### config.mk
export PLATFORM = sky130hd
export DESIGN_NAME = boe_execute
export DESIGN_NICKNAME = d
export VERILOG_FILES = /design/src/shared/boe_pkg.sv /design/src/logic/boe_execute.sv
export VERILOG_INCLUDE_DIRS = /design/src /design/src/shared
export SDC_FILE = /design/constraint.sdc
export NUM_CORES = 1
export LEC_CHECK = 0
export BUFFER_PORTS_ARGS = -buffer_cell sky130_fd_sc_hd__clkbuf_2
export CAP_MARGIN = 20
export CORE_UTILIZATION = 29
export CTS_CLUSTER_SIZE = 16
export DETAILED_ROUTE_END_ITERATION = 12
export GPL_ROUTABILITY_DRIVEN = 0
export PLACE_DENSITY = 0.63
export SLEW_MARGIN = 30
export SYNTH_ARGS = -nofsm -noshare
export SYNTH_HDL_FRONTEND = slang
export SYNTH_SLANG_ARGS = --single-unit
### constraint.sdc
create_clock -name mclk_i -period 2.6 [get_ports mclk_i]
set_input_delay 0.65 -clock mclk_i [delete_from_list [all_inputs] [get_ports mclk_i]]
set_output_delay 0.65 -clock mclk_i [all_outputs]
set_load 0.01 [all_outputs]
### src/shared/boe_consts.svh
// Constants for the byte-op / branch execute block.
// Assumes inclusion from the package and the execute module only.
`ifndef BOE_CONSTS_SVH
`define BOE_CONSTS_SVH
`define BOE_ZERO_BYTE 8'h00
`define BOE_ONE_BYTE 8'h01
`define BOE_DEST_ACCUM 1'h0
`define BOE_DEST_FILE 1'h1
`define BOE_PAGE_HI 6
`define BOE_PAGE_LO 5
`define BOE_IMM_W 9
`define BOE_PC_W 11
`endif

### src/shared/boe_pkg.sv
// Types for the byte-op / branch execute block.
// Assumes the constants header is on the include path.
`default_nettype none
`include "boe_consts.svh"
package boe_pkg;
  typedef enum logic [3:0] {
    BOE_OP_NONE,
    BOE_OP_CLEAR_FILE_REG,
    BOE_OP_INVERT_FILE_REG,
    BOE_OP_MINUS_ONE_FILE_REG,
    BOE_OP_MINUS_ONE_SKIP_NULL,
    BOE_OP_PLUS_ONE_FILE_REG,
    BOE_OP_PLUS_ONE_SKIP_NULL,
    BOE_OP_OR_LITERAL_ACCUM,
    BOE_OP_JUMP_IMMEDIATE
  } boe_op_t;

  // One decoded instruction presented for execution
  typedef struct packed {
    boe_op_t op;
    logic dest;
    logic [7:0] literal;
    logic [8:0] target;
  } boe_instr_t;

  // Write-back and flow results
  typedef struct packed {
    logic accum_we;
    logic file_we;
    logic [7:0] data;
    logic zero_we;
    logic zero_val;
    logic pc_we;
    logic [10:0] pc;
    logic squash_next;
  } boe_result_t;
endpackage
`default_nettype wire

### src/logic/boe_execute.sv
// Execute stage for clear/invert/inc/dec file ops, OR literal and jump.
// Assumes the core fetches one instruction ahead and applies results
// on the cycle after the instruction is presented with valid high.
// Only the zero flag is produced; other status bits stay with the core.
//
// Functional notes
// RL1: Clear writes zero to file, sets zero flag
// RL2: Destination bit 0 accumulator, 1 file register
// RL3: Invert file byte, route, update zero flag
// RL4: Decrement file byte, route, update zero flag
// RL5: Increment file byte, route, update zero flag
// RL6: Decrement-skip routes result, flags untouched
// RL7: Increment-skip routes result, flags untouched, tests zero
// RL8: Zero skip result discards fetched next instruction
// RL9: Jump loads nine-bit target plus page bits
// RL10: Jump takes two cycles, flags untouched
// RL11: OR literal into accumulator, update zero flag
// RL12: Zero flag means byte zero; wrap mod 256
`timescale 1ns/1ns
`default_nettype none
`include "boe_consts.svh"

module boe_execute
  import boe_pkg::*;
(
  // Clock and reset
  input wire logic mclk_i,
  input wire logic sys_rst_i,
  // Instruction and operands
  input wire logic instr_valid_i,
  input wire boe_instr_t instr_i,
  input wire logic [7:0] file_data_i,
  input wire logic [7:0] accum_i,
  input wire logic [7:0] status_i,
  // Results
  output boe_result_t result_o,
  output logic busy_o
);

  ////////////////////////////////////////////////////////////////////
  boe_result_t res_d;
  boe_result_t res_q;
  logic flush_d;
  logic flush_q;
  logic [7:0] value;
  // Low in the slot dropped after a skip or jump
  logic slot_live;

  function automatic logic is_null(input logic [7:0] v);
    is_null = (v == `BOE_ZERO_BYTE); // RL12
  endfunction

  // Byte ops whose result follows the destination select
  function automatic logic routes_by_dest(input boe_op_t op);
    routes_by_dest = op inside {BOE_OP_INVERT_FILE_REG, BOE_OP_MINUS_ONE_FILE_REG,
      BOE_OP_PLUS_ONE_FILE_REG, BOE_OP_MINUS_ONE_SKIP_NULL, BOE_OP_PLUS_ONE_SKIP_NULL}; // RL2
  endfunction

  assign slot_live = instr_valid_i && !flush_q;

  always_comb begin
    res_d = '0;
    value = `BOE_ZERO_BYTE;
    flush_d = 1'b0;
    // Instruction slot after a skip or jump is a forced no-op
    if (slot_live) begin
      unique case (instr_i.op)
        BOE_OP_CLEAR_FILE_REG: begin
          value = `BOE_ZERO_BYTE; // RL1
          res_d.file_we = 1'b1; // RL1
          res_d.zero_we = 1'b1;
          res_d.zero_val = 1'b1; // RL1
        end
        BOE_OP_INVERT_FILE_REG: begin
          value = ~file_data_i; // RL3
          res_d.zero_we = 1'b1;
          res_d.zero_val = is_null(value); // RL3
        end
        BOE_OP_MINUS_ONE_FILE_REG: begin
          value = file_data_i - `BOE_ONE_BYTE; // RL4 RL12
          res_d.zero_we = 1'b1;
          res_d.zero_val = is_null(value); // RL4
        end
        BOE_OP_PLUS_ONE_FILE_REG: begin
          value = file_data_i + `BOE_ONE_BYTE; // RL5 RL12
          res_d.zero_we = 1'b1;
          res_d.zero_val = is_null(value); // RL5
        end
        BOE_OP_MINUS_ONE_SKIP_NULL: begin
          value = file_data_i - `BOE_ONE_BYTE; // RL6
          res_d.squash_next = is_null(value); // RL8
        end
        BOE_OP_PLUS_ONE_SKIP_NULL: begin
          value = file_data_i + `BOE_ONE_BYTE; // RL7
          res_d.squash_next = is_null(value); // RL7 RL8
        end
        BOE_OP_OR_LITERAL_ACCUM: begin
          value = accum_i | instr_i.literal; // RL11
          res_d.accum_we = 1'b1;
          res_d.zero_we = 1'b1;
          res_d.zero_val = is_null(value); // RL11
        end
        BOE_OP_JUMP_IMMEDIATE: begin
          res_d.pc_we = 1'b1;
          res_d.pc = {status_i[`BOE_PAGE_HI:`BOE_PAGE_LO], instr_i.target}; // RL9
          res_d.squash_next = 1'b1; // RL10
        end
        default: begin
        end
      endcase
      // Destination routing for ops with a dest bit
      if (routes_by_dest(instr_i.op)) begin
        res_d.accum_we = (instr_i.dest == `BOE_DEST_ACCUM); // RL2
        res_d.file_we = (instr_i.dest == `BOE_DEST_FILE); // RL2
      end
      res_d.data = value;
      flush_d = res_d.squash_next;
    end
  end

  always_ff @(posedge mclk_i) begin
    if (sys_rst_i) begin
      res_q <= '0;
      flush_q <= 1'b0;
    end else begin
      res_q <= res_d;
      flush_q <= flush_d;
    end
  end

  assign result_o = res_q;
  // Second cycle of a skip or jump
  assign busy_o = flush_q;
endmodule
`default_nettype wire

==> out/qor.yml <==
pwr:
  power.internal_uw: 560.7
  clockPowerShare_pct: 31.1
  total_leakage_power_nw: 0.8504
  vdd_drop_max_mv: 0.2223
  cellPowerDensity_nw_per_um2: 401.9
  combinationalPowerShare_pct: 19.3
  pwr-share-seq_pct: 49.6
  p_sw_share_pct: 28.43
  power.switching_uw: 222.8
cells_and_area:
  fill_cells: 558
  stdcell_area_sq_um: 1949
  fin_nets: 300
  final_layout_size_suffix_gt1_share_pct: 31.71
  area_growth_pct: 26.46
  final-instance-count-excl-fill: 316
  final_core_util_pct: 38.17
  n_antenna_cell: 0
  multi_input_area_sq_um: 933.4
  final-seq-area_sq_um: 500.5
timing:
  hold_viol: 0
  rsz0062_at_grt: "false"
  relSlewSlack_pct: 64.86
  timing.fmax_mhz: 502.2
  fin_crit_ps: 1991
  setup_viol: 0
  worst_pin_slew_ps: 525.8
  slew_viol_final: 0
  tns_ps: 0
  skew_ps: 2.053
  timing.final.crit_share_pct: 76.58
  fin_ws_ps: 608.9
clocking:
  ctsHoldBuffers: 0
  ctsRootBufferMaster: "clkbuf_8"
  clk_latency_ps: 270
  h-tree-depth: 1
  post_cts_buffers: 0
  cts_buffer_depth: 2
  cts.sinks: 25
  cts_buffers: 3
  clk_pin_slew_worst_paths_ps: 90
  cts-resized-gates: 0
  cts_tree: "done"
die:
  io-pin-count: 75
  rows: 26
  dieArea_sq_um: 5611
  die_height_um: 74.91
  start_util_pct: 30.18
  die_w_um: 74.91
  core_area_sq_um: 5107
global_routing:
  grt_pass1_wl_um: 6479
  grt_max_degree: 18
  grt_usage_pct: 14.95
  antenna_found_initial: 0
  grt_pass1_vias: 1380
  grt_overflow_total: 0
worst_setup_path:
  crit_start: "file_data_i[1]"
  crit_path_max_fanout: 10
  arrival_ps: 2200
  crit_buf_inv: 2
  cpMaxStageDelayCell: "or4b_1"
  max_stage_delay_ps: 500
  crit_family: "simple AND/OR/NAND/NOR gates"
  critPathKind: "input pin to flop"
  critPathCaptureType: "flop"
  path_cells: "clkbuf_2, inv_1, ha_1, or4b_1, a211oi_2, o21bai_1, a41oi_2"
  cp_data_required_time_ps: 2800
  cp-start-kind: "input pin"
  r2r-start: "busy_o$_SDFF_PP0_"
worst_hold_path:
  hp-start: "instr_i[0]"
  hp-class: "input pin to flop"
routing:
  drt_iter0_drc: 120
  drtPass1Iterations: 4
  drc: 0
  vias: 1630
  wl_per_cell_um: 13.38
  via_per_inst: 5.158
  antenna_left: 0
  wirelength_um: 4228
logic_synthesis:
  syn_avg_cell_area_sq_um: 8.199
  ys_async_sr_fraction_pct: 0
  yosysTopAreaCell: "dfxtp_1"
  syn_inst: 188
  ys_seq_area_share_pct: 32.47
  ys_warn_count: 0
  netlist_area_sq_um: 1541
  postSynth.topFlopCell: "dfxtp_1"
  yosys_register_bits: 25
  synth_nets: 241
  synth-edff-count: 0
  synth_top_area_share_pct: 32.47
  synth.distinct_cells: 55
  synth_area_leaders: "dfxtp_1 32%, and2_1 4.5%, nor2_1 4.4%"
placed_design:
  io_buffers: 68
  post-dp-hpwl_um: 3281
  dpl_cell_area_sq_um: 1899
  post-place-cells: 312
  dp_slack_ps: 328.8
outcome:
  status: "complete, no violations"
job:
  max_cap_viol_count: 0
## placed cells by master (no fill, tap or decap), types with 2 or more instances in the layout
cell type / count
nand4_1: 3
nand2b_1: 2
xnor2_1: 2
or4b_1: 2
o31ai_1: 2
clkbuf_8: 3
o31a_1: 2
o21a_1: 4
nor4_1: 6
o211ai_1: 3
a2bb2oi_1: 2
a21oi_1: 11
nand2_1: 3
o21ai_1: 3
o21ai_0: 4
dfxtp_1: 25
a31oi_1: 7
inv_1: 8
clkbuf_2: 68
nor3_1: 5
o21bai_1: 4
or2_1: 2
a211oi_1: 2
nor2_1: 18
ha_1: 4
nand4b_1: 2
nand3_1: 8
and2_1: 11
or3_1: 4
## state kept, by name, summed over array words and instances, names as in the netlist
signal and cells:
result_o 24, busy_o 1
## Yosys cell counts, types with 2 or more instances
| master | number |
|---|---|
| ha_1 | 4 |
| xnor2_1 | 2 |
| o211ai_1 | 3 |
| nor3_1 | 5 |
| or2_1 | 2 |
| o21ai_1 | 3 |
| a31oi_1 | 7 |
| or3_1 | 4 |
| nand4_1 | 3 |
| inv_1 | 8 |
| nand2_1 | 3 |
| dfxtp_1 | 25 |
| o21bai_1 | 4 |
| o31a_1 | 2 |
| clkbuf_1 | 5 |
| o21a_1 | 4 |
| nor2_1 | 18 |
| o31ai_1 | 2 |
| or4b_1 | 2 |
| nand4b_1 | 2 |
| nor4_1 | 6 |
| o21ai_0 | 4 |
| buf_2 | 8 |
| a211oi_1 | 2 |
| a2bb2oi_1 | 2 |
| and2_1 | 11 |
| a21oi_1 | 11 |
| nand3_1 | 8 |
| nand2b_1 | 2 |
## routing by layer
layer / vias up / routed length, um / global-route usage (%)
met5: - / 0 / 0
met4: 0 / 42 / 4.403
met3: 4 / 358 / 1.606
met2: 83 / 1835 / 25.33
met1: 729 / 1991 / 20.00
li1: 814 / - / -
## logic make-up (layout without fill, tap and decap cells)
logic type	after synthesis	after routing	share of synthesized area, %
buffers and inverters	23	81	6.981
and+or+nand+nor	78	78	30.28
adders and majority gates	4	4	3.247
DFF	25	25	32.47
AOI/OAI and AO/OA	55	55	25.33
xor gates and xnor gates	3	3	1.705
## worst paths after layout
check | slack [ps] | cells after the start | to
max | 610 | 7 | result_o[21]$_SDFF_PP0_
min | 570 | 2 | result_o[1]$_SDFF_PP0_
max reg2reg | 1030 | 3 | result_o[13]$_SDFF_PP0_
min reg2reg | 750 | 2 | result_o[24]$_SDFF_PP0_
## power groups by stage
stage	Clock [mW]	Combinational (mW)	Sequential, mW
4_1_cts	0.255	0.149	0.389
2_1_floorplan	0	0.0897	0.400
6_report	0.244	0.151	0.389
3_3_place_gp	0	0.147	0.398
5_1_grt	0.269	0.168	0.389
3_5_place_dp	0	0.148	0.398
## layout make-up
class                           instances  area share, %
Multi-Input combinational cell        140          47.88
Tap cell                               70          4.493
Sequential cell                        25          25.67
Clock buffer                            3          2.118
Clock inverter                          1         0.4493
Timing Repair Buffer                   69          17.84
Inverter                                8          1.540
## stage by stage
step,hold WS (ps),power [mW]
final,570.8,0.7834
after global routing,564.4,0.8257
after CTS,561.9,0.7926
after detailed placement,746.6,0.5458
after global placement,741.9,0.5441
after floorplan,771.7,0.4900
(Power assumes the default switching activity.)
